<file path="src/logic/sera_cfg.svh">
// Purpose: Constants for the two-wire EEPROM read and poll slave.
// Assumes: clk_sys at 200 MHz; the bus clock is far slower.
// Notes: Notes on behaviour follow.
`ifndef SERA_CFG_SVH
`define SERA_CFG_SVH
`define SERA_CLK_NS 5
`define SERA_WR_TIME_NS 2000
`define SERA_WR_CYCLES ((`SERA_WR_TIME_NS + `SERA_CLK_NS - 1) / `SERA_CLK_NS)
`define SERA_CTRL_CODE 4'hA
`define SERA_CODE_MSB 7
`define SERA_CODE_LSB 4
`define SERA_SEL_MSB 3
`define SERA_SEL_LSB 1
`define SERA_RW_BIT 0
`define SERA_ADDR_W 7
`define SERA_DEPTH 128
`define SERA_MEM_RST 8'hFF
`define SERA_FIFO_DEPTH 8
`endif

</file>
<file path="src/logic/sera_pkg.sv">
// Purpose: Types shared by the EEPROM slave files.
// Assumes: Nothing beyond the constants header.
// Notes: Holds the state and byte kind enumerations.
package sera_pkg;
  typedef enum logic [2:0] {ST_IDLE, ST_RECV, ST_ACK, ST_SEND, ST_MACK} sera_state_t;
  typedef enum logic [1:0] {KIND_CTRL, KIND_ADDR, KIND_DATA} sera_kind_t;
endpackage

</file>
<file path="src/logic/sera_top.sv">
// Purpose: Two-wire EEPROM slave covering reads and acknowledge polling.
// Assumes: The bus master drives the serial clock; pins are asynchronous.
// Notes: Memory is flip-flops; written bytes wait in a FIFO for the write cycle.
`timescale 1ns/100ps
`include "sera_cfg.svh"
module sera_top
  import sera_pkg::*;
(
  // Clock and reset.
  input  wire logic       clk_sys,
  input  wire logic       rst_b,
  // Two-wire bus pins, data line open drain.
  input  wire logic       sclIn,
  input  wire logic       sdaIn,
  output logic            sdaOut,
  output logic            sdaOe,
  // Straps and status.
  input  wire logic [2:0] chipSelectInputs,
  output logic            writeBusy
);
  localparam int AW = `SERA_ADDR_W;

  logic          sclMeta_reg;
  logic          sclSync_reg;
  logic          sclLast_reg;
  logic          sdaMeta_reg;
  logic          sdaSync_reg;
  logic          sdaLast_reg;
  logic [2:0]    csMeta_reg;
  logic [2:0]    csSync_reg;
  sera_state_t   state_reg;
  sera_kind_t    kind_reg;
  logic [3:0]    bitCnt_reg;
  logic [7:0]    shift_reg;
  logic          isRead_reg;
  logic          mackSeen_reg;
  logic          sdaOe_reg;
  logic [AW-1:0] addrPtr_reg;
  logic [AW-1:0] wrAddr_reg;
  logic          wrPending_reg;
  logic          drain_reg;
  logic          busy_reg;
  logic [15:0]   timer_reg;
  logic [7:0]    mem_reg [`SERA_DEPTH];

  logic          sclRise;
  logic          sclFall;
  logic          startSeen;
  logic          stopSeen;
  logic          byteDone;
  logic          ctrlMatch;
  logic          ackOk;
  logic          addrTake;
  logic          dataTake;
  logic          loadTx;
  logic [7:0]    rdByte;
  logic          fifoReady;
  logic          fifoValid;
  logic [7:0]    fifoData;
  logic          fifoPop;

  // Two-flop synchronisers; the last-value flops read only the second stage.
  always_ff @(posedge clk_sys or negedge rst_b) begin
    if (!rst_b) begin
      sclMeta_reg <= 1'b1;
      sclSync_reg <= 1'b1;
      sclLast_reg <= 1'b1;
      sdaMeta_reg <= 1'b1;
      sdaSync_reg <= 1'b1;
      sdaLast_reg <= 1'b1;
    end else begin
      sclMeta_reg <= sclIn;
      sclSync_reg <= sclMeta_reg;
      sclLast_reg <= sclSync_reg;
      sdaMeta_reg <= sdaIn;
      sdaSync_reg <= sdaMeta_reg;
      sdaLast_reg <= sdaSync_reg;
    end
  end

  // Chip select straps are pins too, so they are synchronised.
  always_ff @(posedge clk_sys or negedge rst_b) begin
    if (!rst_b) begin
      csMeta_reg <= 3'h0;
      csSync_reg <= 3'h0;
    end else begin
      csMeta_reg <= chipSelectInputs;
      csSync_reg <= csMeta_reg;
    end
  end

  // Bus events seen on the system clock.
  assign sclRise   = sclSync_reg && !sclLast_reg;
  assign sclFall   = !sclSync_reg && sclLast_reg;
  assign startSeen = sclSync_reg && sclLast_reg && sdaLast_reg && !sdaSync_reg;
  assign stopSeen  = sclSync_reg && sclLast_reg && !sdaLast_reg && sdaSync_reg;
  assign byteDone  = (state_reg == ST_RECV) && sclFall && (bitCnt_reg == 4'h8);

  // Control byte decode: code and select bits must both match.
  assign ctrlMatch = (shift_reg[`SERA_CODE_MSB:`SERA_CODE_LSB] == `SERA_CTRL_CODE)
                  && (shift_reg[`SERA_SEL_MSB:`SERA_SEL_LSB] == csSync_reg);

  // Acknowledge decision per byte kind; a full FIFO holds back the ack.
  always_comb begin
    case (kind_reg)
      KIND_CTRL: ackOk = ctrlMatch && !busy_reg;
      KIND_ADDR: ackOk = 1'b1;
      KIND_DATA: ackOk = fifoReady;
      default:   ackOk = 1'b0;
    endcase
  end

  assign addrTake = byteDone && (kind_reg == KIND_ADDR);
  assign dataTake = byteDone && (kind_reg == KIND_DATA) && fifoReady;
  assign rdByte   = mem_reg[addrPtr_reg];

  // A byte is fetched when a read starts or the master asks for more.
  assign loadTx = sclFall && (((state_reg == ST_ACK) && (kind_reg == KIND_CTRL) && isRead_reg)
                  || ((state_reg == ST_MACK) && mackSeen_reg));

  // Byte engine: receive, acknowledge, transmit and master acknowledge.
  always_ff @(posedge clk_sys or negedge rst_b) begin
    if (!rst_b) begin
      state_reg  <= ST_IDLE;
      kind_reg   <= KIND_CTRL;
      bitCnt_reg <= 4'h0;
      shift_reg  <= 8'h00;
      isRead_reg <= 1'b0;
      sdaOe_reg  <= 1'b0;
    end else if (startSeen) begin
      // Any start, repeated or not, restarts with a control byte.
      state_reg  <= ST_RECV;
      kind_reg   <= KIND_CTRL;
      bitCnt_reg <= 4'h0;
      sdaOe_reg  <= 1'b0;
    end else if (stopSeen) begin
      state_reg <= ST_IDLE;
      sdaOe_reg <= 1'b0;
    end else begin
      case (state_reg)
        ST_RECV: begin
          if (sclRise && (bitCnt_reg != 4'h8)) begin
            shift_reg  <= {shift_reg[6:0], sdaSync_reg};
            bitCnt_reg <= bitCnt_reg + 4'h1;
          end else if (byteDone) begin
            // A refused byte leaves the slave deaf until the next start.
            state_reg <= ackOk ? ST_ACK : ST_IDLE;
            sdaOe_reg <= ackOk;
            if (kind_reg == KIND_CTRL) begin
              isRead_reg <= shift_reg[`SERA_RW_BIT];
            end
          end
        end
        ST_ACK: begin
          if (loadTx) begin
            state_reg  <= ST_SEND;
            shift_reg  <= rdByte;
            bitCnt_reg <= 4'h1;
            sdaOe_reg  <= !rdByte[7];
          end else if (sclFall) begin
            state_reg  <= ST_RECV;
            kind_reg   <= (kind_reg == KIND_CTRL) ? KIND_ADDR : KIND_DATA;
            bitCnt_reg <= 4'h0;
            sdaOe_reg  <= 1'b0;
          end
        end
        ST_SEND: begin
          if (sclFall) begin
            if (bitCnt_reg == 4'h8) begin
              // Release for the master's acknowledge bit.
              state_reg <= ST_MACK;
              sdaOe_reg <= 1'b0;
            end else begin
              shift_reg  <= {shift_reg[6:0], 1'b0};
              bitCnt_reg <= bitCnt_reg + 4'h1;
              sdaOe_reg  <= !shift_reg[6];
            end
          end
        end
        ST_MACK: begin
          if (loadTx) begin
            state_reg  <= ST_SEND;
            shift_reg  <= rdByte;
            bitCnt_reg <= 4'h1;
            sdaOe_reg  <= !rdByte[7];
          end else if (sclFall) begin
            // No acknowledge: leave the line high so stop can follow.
            state_reg <= ST_IDLE;
            sdaOe_reg <= 1'b0;
          end
        end
        default: begin
          sdaOe_reg <= 1'b0;
        end
      endcase
    end
  end

  // Master acknowledge is sampled on the rising clock of the ninth bit.
  always_ff @(posedge clk_sys or negedge rst_b) begin
    if (!rst_b) begin
      mackSeen_reg <= 1'b0;
    end else if (state_reg != ST_MACK) begin
      mackSeen_reg <= 1'b0;
    end else if (sclRise) begin
      mackSeen_reg <= !sdaSync_reg;
    end
  end

  // Shared address pointer; seven bits give the wrap for free.
  always_ff @(posedge clk_sys or negedge rst_b) begin
    if (!rst_b) begin
      addrPtr_reg <= '0;
      wrAddr_reg  <= '0;
    end else begin
      if (addrTake) begin
        addrPtr_reg <= shift_reg[AW-1:0];
        wrAddr_reg  <= shift_reg[AW-1:0];
      end else if (loadTx) begin
        addrPtr_reg <= addrPtr_reg + 1'b1;
      end else if (dataTake) begin
        // Writes stay inside their sixteen-byte page.
        addrPtr_reg <= {addrPtr_reg[AW-1:4], addrPtr_reg[3:0] + 4'h1};
      end
      if (fifoPop && busy_reg) begin
        wrAddr_reg <= {wrAddr_reg[AW-1:4], wrAddr_reg[3:0] + 4'h1};
      end
    end
  end

  // Pending data is committed by stop, or discarded by a repeated start.
  always_ff @(posedge clk_sys or negedge rst_b) begin
    if (!rst_b) begin
      wrPending_reg <= 1'b0;
      drain_reg     <= 1'b0;
    end else begin
      if (dataTake) begin
        wrPending_reg <= 1'b1;
      end else if (startSeen || stopSeen) begin
        wrPending_reg <= 1'b0;
      end
      if (startSeen && wrPending_reg) begin
        drain_reg <= 1'b1;
      end else if (!fifoValid) begin
        drain_reg <= 1'b0;
      end
    end
  end

  // Self-timed write cycle; the timer outlasts draining eight bytes.
  always_ff @(posedge clk_sys or negedge rst_b) begin
    if (!rst_b) begin
      busy_reg  <= 1'b0;
      timer_reg <= 16'h0000;
    end else if (stopSeen && wrPending_reg) begin
      busy_reg  <= 1'b1;
      timer_reg <= 16'h0000;
    end else if (busy_reg) begin
      if (timer_reg == 16'(`SERA_WR_CYCLES - 1)) begin
        busy_reg <= 1'b0;
      end else begin
        timer_reg <= timer_reg + 16'h0001;
      end
    end
  end

  // Memory array; a repeated start drains the FIFO without writing.
  always_ff @(posedge clk_sys or negedge rst_b) begin
    if (!rst_b) begin
      for (int i = 0; i < `SERA_DEPTH; i++) begin
        mem_reg[i] <= `SERA_MEM_RST;
      end
    end else if (fifoPop && busy_reg) begin
      mem_reg[wrAddr_reg] <= fifoData;
    end
  end

  assign fifoPop = fifoValid && (busy_reg || drain_reg);

  // Written bytes wait here; when full, the next data byte is not acknowledged.
  sera_fifo #(
    .W (8),
    .D (`SERA_FIFO_DEPTH)
  ) u_fifo (
    .clk_sys   (clk_sys),
    .rst_b     (rst_b),
    .pushValid (dataTake),
    .pushReady (fifoReady),
    .pushData  (shift_reg),
    .popValid  (fifoValid),
    .popReady  (busy_reg || drain_reg),
    .popData   (fifoData)
  );

  // Pin and status outputs straight from flops; the drive level is always low.
  always_ff @(posedge clk_sys or negedge rst_b) begin
    if (!rst_b) begin
      sdaOut <= 1'b0;
    end else begin
      sdaOut <= 1'b0;
    end
  end
  assign sdaOe     = sdaOe_reg;
  assign writeBusy = busy_reg;
endmodule

</file>
<file path="src/logic/sera_fifo.sv">
// Purpose: Small flip-flop FIFO with valid and ready on both sides.
// Assumes: One clock; depth is a power of two.
// Notes: Full and empty come from an occupancy count.
`timescale 1ns/100ps
module sera_fifo #(
  parameter int W = 8,
  parameter int D = 8
) (
  // Clock and reset.
  input  wire logic         clk_sys,
  input  wire logic         rst_b,
  // Filling side.
  input  wire logic         pushValid,
  output logic              pushReady,
  input  wire logic [W-1:0] pushData,
  // Draining side.
  output logic              popValid,
  input  wire logic         popReady,
  output logic [W-1:0]      popData
);
  localparam int AW = $clog2(D);
  logic [W-1:0]  store_reg [D];
  logic [AW-1:0] wrIdx_reg;
  logic [AW-1:0] rdIdx_reg;
  logic [AW:0]   count_reg;
  logic          doPush;
  logic          doPop;

  // Full and empty are honest: a full FIFO refuses the push.
  assign pushReady = (count_reg != D[AW:0]);
  assign popValid  = (count_reg != '0);
  assign popData   = store_reg[rdIdx_reg];
  assign doPush    = pushValid && pushReady;
  assign doPop     = popValid && popReady;

  // Storage is written only on an accepted push.
  always_ff @(posedge clk_sys or negedge rst_b) begin
    if (!rst_b) begin
      for (int i = 0; i < D; i++) begin
        store_reg[i] <= '0;
      end
    end else if (doPush) begin
      store_reg[wrIdx_reg] <= pushData;
    end
  end

  // Pointers and occupancy.
  always_ff @(posedge clk_sys or negedge rst_b) begin
    if (!rst_b) begin
      wrIdx_reg <= '0;
      rdIdx_reg <= '0;
      count_reg <= '0;
    end else begin
      if (doPush) begin
        wrIdx_reg <= wrIdx_reg + 1'b1;
      end
      if (doPop) begin
        rdIdx_reg <= rdIdx_reg + 1'b1;
      end
      if (doPush && !doPop) begin
        count_reg <= count_reg + 1'b1;
      end else if (doPop && !doPush) begin
        count_reg <= count_reg - 1'b1;
      end
    end
  end
endmodule

</file>
<file path="config.mk">
export PLATFORM = sky130hd
export DESIGN_NAME = sera_top
export DESIGN_NICKNAME = d
export VERILOG_FILES = /design/src/logic/sera_pkg.sv /design/src/logic/sera_top.sv /design/src/logic/sera_fifo.sv
export VERILOG_INCLUDE_DIRS = /design/src /design/src/logic
export SDC_FILE = /design/constraint.sdc
export NUM_CORES = 2
export LEC_CHECK = 0
export ABC_AREA = 1
export BUFFER_PORTS_ARGS = -buffer_cell sky130_fd_sc_hd__buf_4
export CAP_MARGIN = 20
export CORE_MARGIN = 2
export CORE_UTILIZATION = 50
export CTS_CLUSTER_SIZE = 25
export DETAILED_ROUTE_END_ITERATION = 7
export GPL_TIMING_DRIVEN = 1
export PLACE_DENSITY_LB_ADDON = 0.12
export SYNTH_ARGS = -nofsm -noshare
export SYNTH_HDL_FRONTEND = slang
export SYNTH_SLANG_ARGS = --single-unit
</file>
<file path="constraint.sdc">
create_clock -name clk_sys -period 3.06 [get_ports clk_sys]
set_input_delay 0.306 -clock clk_sys [delete_from_list [all_inputs] [get_ports clk_sys]]
set_output_delay 0.306 -clock clk_sys [all_outputs]
set_load 0.05 [all_outputs]
</file>
# --- Yosys cells after proc, flatten, opt, wreduce, memory -nomap -nowiden ---
# Cells that the tools add are included.
word_totals:
  register_bits: 1163
  inputBits: 7
  wordCells: 354
classes:
  addsub: 9
  magnitude_cmp: 6
  eq_ne: 33
  n_mux: 73
  bitwise: 8
  n_reduce_logical: 63
op_table:
  columns: ["op", "n"]
  rows:
  - ["1024-bit bitwise mux", 1]
  - ["8-bit two-way mux", 10]
  - ["64-bit bitwise mux", 1]
  - ["8-bit binary-select mux with 7-bit select", 1]
  - ["8-bit demux with 7-bit select", 1]
  - ["4-bit two-way mux", 13]
  - ["16-bit two-way mux", 3]
  - ["3-bit two-way mux", 10]
  - ["1-bit logical AND", 28]
  - ["4-bit inequality test, second input constant", 7]
  - ["8-bit binary-select mux with 3-bit select", 1]
  - ["8-bit demux with 3-bit select", 1]
  - ["8-bit case mux with 3 select lines", 1]
  - ["7-bit AND reduction", 3]
  - ["1-bit two-way mux", 17]
  - ["16-bit by 1-bit adder with 16-bit output, second input constant", 1]
  - ["4-bit by 1-bit adder with 4-bit output, second input constant", 4]
  - ["16-bit by 9-bit equality test with 1-bit output, second input constant", 1]
  - ["8-bit >= comparator, second input constant", 2]
  - ["7-bit NOT with 8-bit output", 2]
  - ["4-bit case mux with 4 select lines", 1]
  - ["2-bit nonzero test", 8]
  - ["2-bit two-way mux", 7]
  - ["7-bit two-way mux", 2]
  - ["34 further kinds", 66]

# --- Longest topological paths before layout ---
logic_depth:
  word_depth: 11
  depth_mapped: 18
  ltp_nobuf: 16

# --- Hierarchy ---
# Synthesis repeated with hierarchy kept, for this count alone.
hier_totals:
  hier_cells: 6762
  hier_area_um2: 55421.9
modules_own_cells:
  columns: ["module", "instances", "cells_each", "area_each_um2", "seq_area_each_um2"]
  rows:
  - ["sera_top", 1, 6246, 51330.5, 28539.9]
  - ["sera_fifo", 1, 516, 4091.4, 1851.8]

# --- Worst setup path before layout ---
# Ideal clock, no wire load.
synth_timing:
  path_kind: "register to register"
  startpoint: "register sclLast_reg"
  endpoint: "register u_fifo.count_reg[3]"
  t_arrival_ns: 2.328
  path_slack_ns: 0.606
  path_stages_with_launch: 16
  path_buffers: 0
  cell_sequence: "dfstp_2 inv_1 nor2_1 inv_1 nor3_2 inv_2 nor2_4 ha_1 inv_1 ha_1 a21o_1 a21oi_1 nand2_1 nand2_1 nor2_1 xor2_1"
synth_via:
  elab_chain_len: 9
  elab_cells_between_ends: 11
  cone_classes: "mux: 1; reduce/logical: 10"
synth_lines:
  columns: ["element", "line", "rtl"]
  rows:
  - ["start, declared", "sera_top.sv:25", "logic sclLast_reg;"]
  - ["start signal, assigned", "sera_top.sv:74", "sclLast_reg <= sclSync_reg;"]
  - ["1-bit logical AND *", "sera_top.sv:94", "assign sclFall = !sclSync_reg && sclLast_reg;"]
  - ["1-bit logical AND * (2 in a row)", "sera_top.sv:97", "assign byteDone = (state_reg == ST_RECV) && sclFall && (bitCnt_reg == 4'h8);"]
  - ["1-bit logical AND * (2 in a row)", "sera_top.sv:114", "assign dataTake = byteDone && (kind_reg == KIND_DATA) && fifoReady;"]
  - ["named net dataTake", "sera_top.sv:54", "logic dataTake;"]
  - ["1-bit logical AND *", "sera_fifo.sv:33", "assign doPush = pushValid && pushReady;"]
  - ["1-bit logical NOT", "sera_fifo.sv:62", "end else if (doPop && !doPush) begin"]
  - ["1-bit logical AND", "sera_fifo.sv:62", null]
  - ["2-bit nonzero test (no source line)", null, null]
  - ["end signal, assigned", "sera_fifo.sv:61", "count_reg <= count_reg + 1'b1;"]
  - ["end signal, assigned", "sera_fifo.sv:63", "count_reg <= count_reg - 1'b1;"]
  - ["end, declared", "sera_fifo.sv:25", "logic [AW:0] count_reg;"]
# Mark *: on every way through the listed nets, which the timed path passes. The rest lies on a longest branch.
# A chain may end at the register's enable or synchronous reset.

# --- Final worst setup path ---
layout_timing:
  startpoint: "register addrPtr_reg[0]"
  endpoint: "register shift_reg[1]"
layout_via:
  elab_chain_len: 6
layout_lines:
  columns: ["element", "line", "rtl"]
  rows:
  - ["start, declared", "sera_top.sv:38", "logic [AW-1:0] addrPtr_reg;"]
  - ["start signal, assigned", "sera_top.sv:217", "addrPtr_reg <= shift_reg[AW-1:0];"]
  - ["start signal, assigned", "sera_top.sv:220", "addrPtr_reg <= addrPtr_reg + 1'b1;"]
  - ["start signal, assigned", "sera_top.sv:223", "addrPtr_reg <= {addrPtr_reg[AW-1:4], addrPtr_reg[3:0] + 4'h1};"]
  - ["7-bit NOT with 8-bit output (implied by the code)", "sera_top.sv:115", "assign rdByte = mem_reg[addrPtr_reg];"]
  - ["8-bit binary-select mux with 7-bit select", "sera_top.sv:115", null]
  - ["8-bit two-way mux (implied by the code) (2 in a row)", "sera_top.sv:115", null]
  - ["8-bit two-way mux", "sera_top.sv:155, sera_top.sv:181", null]
  - ["8-bit case mux with 3 select lines", "sera_top.sv:140", "case (state_reg)"]
  - ["end signal, assigned", "sera_top.sv:143", "shift_reg <= {shift_reg[6:0], sdaSync_reg};"]
  - ["end signal, assigned", "sera_top.sv:157", "shift_reg <= rdByte;"]
  - ["end signal, assigned", "sera_top.sv:183", "shift_reg <= rdByte;"]
  - ["end, declared", "sera_top.sv:34", "logic [7:0] shift_reg;"]
# No other way between the ends. The select of a mux whose other input is x is not followed.

==> results.cfg <==
[power_and_ir_drop]
cellPowerDensity_nw_per_um2 = 595
clkPwrFrac_pct = 43.6
combinationalPowerShare_pct = 12.9
power.net_switching_w = 0.0101
seq_power_share_pct = 43.6
p_leak_nw = 22.7
worst_ir_drop_vdd_v = 0.000535
total_power_w = 0.0362
internal_power_w = 0.0261
switching_share_pct = 27.9

[cts]
post-cts-setup-buffers = 0
cts_inserted_buffers = 131
cts_tree = done
ctsHtreeMaxLevel = 4
clk_transition_reported_paths_ns = 0.06
worst_skew_pair_later_pin_latency_ns = 0.76
clock_sinks = 1163
post_cts.resized_instances = 0
clk_root_buffer_cell = sky130_fd_sc_hd__clkbuf_16
post_cts_hold_buffer_count = 6
cts_max_path_buffers = 3

[global_route]
overflow = 0
grt_max_degree = 101
grt_first_pass_wirelength_um = 261000
number_of_global_route_vias_before_repair = 43300
initial_antenna_violation_count = 0
grtUsageTotal_pct = 30.0

[logic_synthesis]
syn_inst = 6556
synth.top_cells.by_area = sky130_fd_sc_hd__dfstp_2 50%, sky130_fd_sc_hd__o21ai_0 14%, sky130_fd_sc_hd__nand2_1 12%
synth_seq_area_share_pct = 55.8
synth_warnings = 0
syn-num-nets = 6574
yosysTopAreaCell = sky130_fd_sc_hd__dfstp_2
ys_ff_latch = 1163
synth_top_cell_area_share_pct = 49.7
syn_avg_cell_area_um2 = 8.31
synth.lib_cells_used.distinct = 48
post_synth_instance_area_um2 = 54500

[detailed_routing]
wl_um = 167000
viasPerCell = 5.69
total_via_count_in_the_routed_design = 45100
detailedRoute.firstPassIterationCount = 6
first_iter_violations = 4216
ant_nets = 0
post_drt_wl_per_cell_um = 21.0
drc = 0

[worst_setup_path]
rrSetupSlack_ns = 0.17
worstRegToRegCells = 10
worstReg2RegStart = addrPtr_reg[0]
crit_top_cell = sky130_fd_sc_hd__nand3_1
worst-setup-path-type = register to register
timing.critical_path.to_type = register
arrival_ns = 3.55
crit_path_cell_trace = inv_8 > buf_4 > o21ai_0 > o21ai_0 > a21oi_1 > nand2_1 > nand3_1 > nand3_1 > nand3_1 > a21oi_1
worstReg2RegEnd = shift_reg[1]
largest_stage_delay_worst_path_ns = 0.57
worst_ep_required_time_ns = 3.72
critPathLaunchType = register
critPathSlowestCell = sky130_fd_sc_hd__dfrtp_4
worstPathMaxFanout = 39

[cells_and_area]
flip_flop_count_of_the_largest_register_all_copies_and_words_added = 1024
final-seq-area_um2 = 30400
layout.filler_cells = 9921
layout.nets = 6425
syn_to_layout_area_delta_pct = 11.8
n_antenna_cell = 0
multi_input_area_um2 = 21500
design_area_um2 = 60900
post_route_cells_drive_above_1_share_pct = 23.4

[sta]
fin_setup_tns_ns = 0
postLayoutSetupSlackWorst_ns = 0.173
worst_clock_skew_ns = 0.0311
slew-limit-headroom_pct = 32.0
unrepaired_setup_endpoints_after_global_routing = no
timing.final.max_slew_violations = 0
post-route-period-util_pct = 94.3
tightestPinTransition_ns = 1.02
count_of_final_setup_violators = 0
achievable-frequency_mhz = 346
timing.final.hold_violations = 0
finalCriticalPeriod_ns = 2.89

[placed_design]
postPlaceCellArea_um2 = 56500
placed_wire_length_estimate_um = 105000
gp_congestion = 0.970
pre_cts_ws_ns = 0.281
buffer_ports.inserted = 8

[floorplanning]
fp.coreArea_um2 = 108000
floorplan.initialDensity_pct = 50.2
dieArea_um2 = 112000
design.portCount = 10
die_outline_height_um = 334
rows = 121
die_w_um = 334

[hold_path]
worstHoldEndpoint = csMeta_reg[2]
min_path_type = input port to register
hold_path.startpoint = chipSelectInputs[2]
holdPathStages = 2

[job]
maxCapViolCount = 0

[outcome]
status = completed
-- routing by layer --
| layer | vias up | GRT usage (%) | share of wire, % |
|---|---|---|---|
| met4 | 0 | 11.6 | 3.7 |
| met5 | - | 0 | 0 |
| li1 | 21300 | - | - |
| met2 | 1396 | 45.8 | 45 |
| met1 | 22100 | 42.6 | 45 |
| met3 | 293 | 5.32 | 6.6 |
-- per-stage QoR --
stage	util (%)	cells	hold slack, ns
detailed placement	52.2	7682	0.336
finish	56.2	7924	0.219
global placement	52.2	7682	0.332
global route	56.2	7924	0.193
floorplan	-	6556	0.0104
CTS	56.2	7924	0.168
-- cells in the mapped netlist, drive strengths merged --
cell,instances
o21ai,1587
o31ai,1
o21a,3
conb,1
nand3,297
o21ba,1
o22ai,9
dfstp,1030
nor3,18
ha,10
buf,178
nand3b,3
dfrtp,133
a21o,1
clkbuf,313
fa,1
xnor2,2
nand2,1791
o221ai,9
nor4,10
nand4,5
xor2,10
nor3b,1
a31oi,8
inv,137
o311ai,1
o211ai,107
a22oi,2
clkinv,7
a21oi,92
or2,27
nor4b,1
nor2,760
-- critical path, delay by kind of cell, from the launching register on --
family                 cells  cell delay, ns
AO/OA/AOI/OAI              4            0.70
buffers and inverters      2            0.74
flip-flops                 1            0.57
AND/OR/NAND/NOR            4            0.72
-- logic make-up (layout without fill, tap and decap cells) --
group	Yosys count	after routing	synth area share, %
and+or+nand+nor	2913	2913	21.5
AOI/OAI and AO/OA	1821	1821	17.4
DFF	1163	1163	55.8
buffers and inverters	635	589	4.89
xor gates and xnor gates	12	12	0.193
adders and majority gates	11	11	0.266
other	1	1	0.00688
-- worst max-delay path by stage --
stage / start / end / slack (ns) / cells past startpoint
after floorplan: sclLast_reg / u_fifo.count_reg[3] / 0.61 / 15
after CTS: addrPtr_reg[0] / shift_reg[1] / 0.24 / 10
final: addrPtr_reg[0] / shift_reg[1] / 0.17 / 10
after detailed placement: addrPtr_reg[0] / shift_reg[1] / 0.28 / 10
after global routing: addrPtr_reg[0] / shift_reg[1] / 0.07 / 12
after global placement: addrPtr_reg[0] / shift_reg[1] / 0.31 / 10
-- power by group through the flow --
stage | Sequential, W | Clock, W | Combinational, W
5_1_grt | 0.0158 | 0.0167 | 0.00505
3_5_place_dp | 0.0160 | 0 | 0.00458
4_1_cts | 0.0158 | 0.0161 | 0.00461
3_3_place_gp | 0.0160 | 0 | 0.00459
6_report | 0.0158 | 0.0158 | 0.00466
2_1_floorplan | 0.0159 | 0 | 0.00254
-- layout make-up --
type,instances,area share [%]
clock buffer,208,6.57
clock inverter,28,0.511
inverter,144,0.916
multi-input combinational,4758,35.3
sequential,1163,49.9
tap,1414,2.90
timing repair buffer,209,3.89
-- placed cells by master (no fill, tap or decap), types with 62 or more instances in the layout --
cell,n
sky130_fd_sc_hd__a21oi_1,91
sky130_fd_sc_hd__dfrtp_1,130
sky130_fd_sc_hd__dfstp_2,1030
sky130_fd_sc_hd__inv_1,128
sky130_fd_sc_hd__buf_4,140
sky130_fd_sc_hd__clkbuf_16,136
sky130_fd_sc_hd__o21ai_0,1496
sky130_fd_sc_hd__nor2_1,758
sky130_fd_sc_hd__o211ai_1,107
sky130_fd_sc_hd__nand3_1,297
sky130_fd_sc_hd__buf_12,62
sky130_fd_sc_hd__o21ai_1,83
sky130_fd_sc_hd__nand2_1,1762
Power figures use the tool's default switching activity.
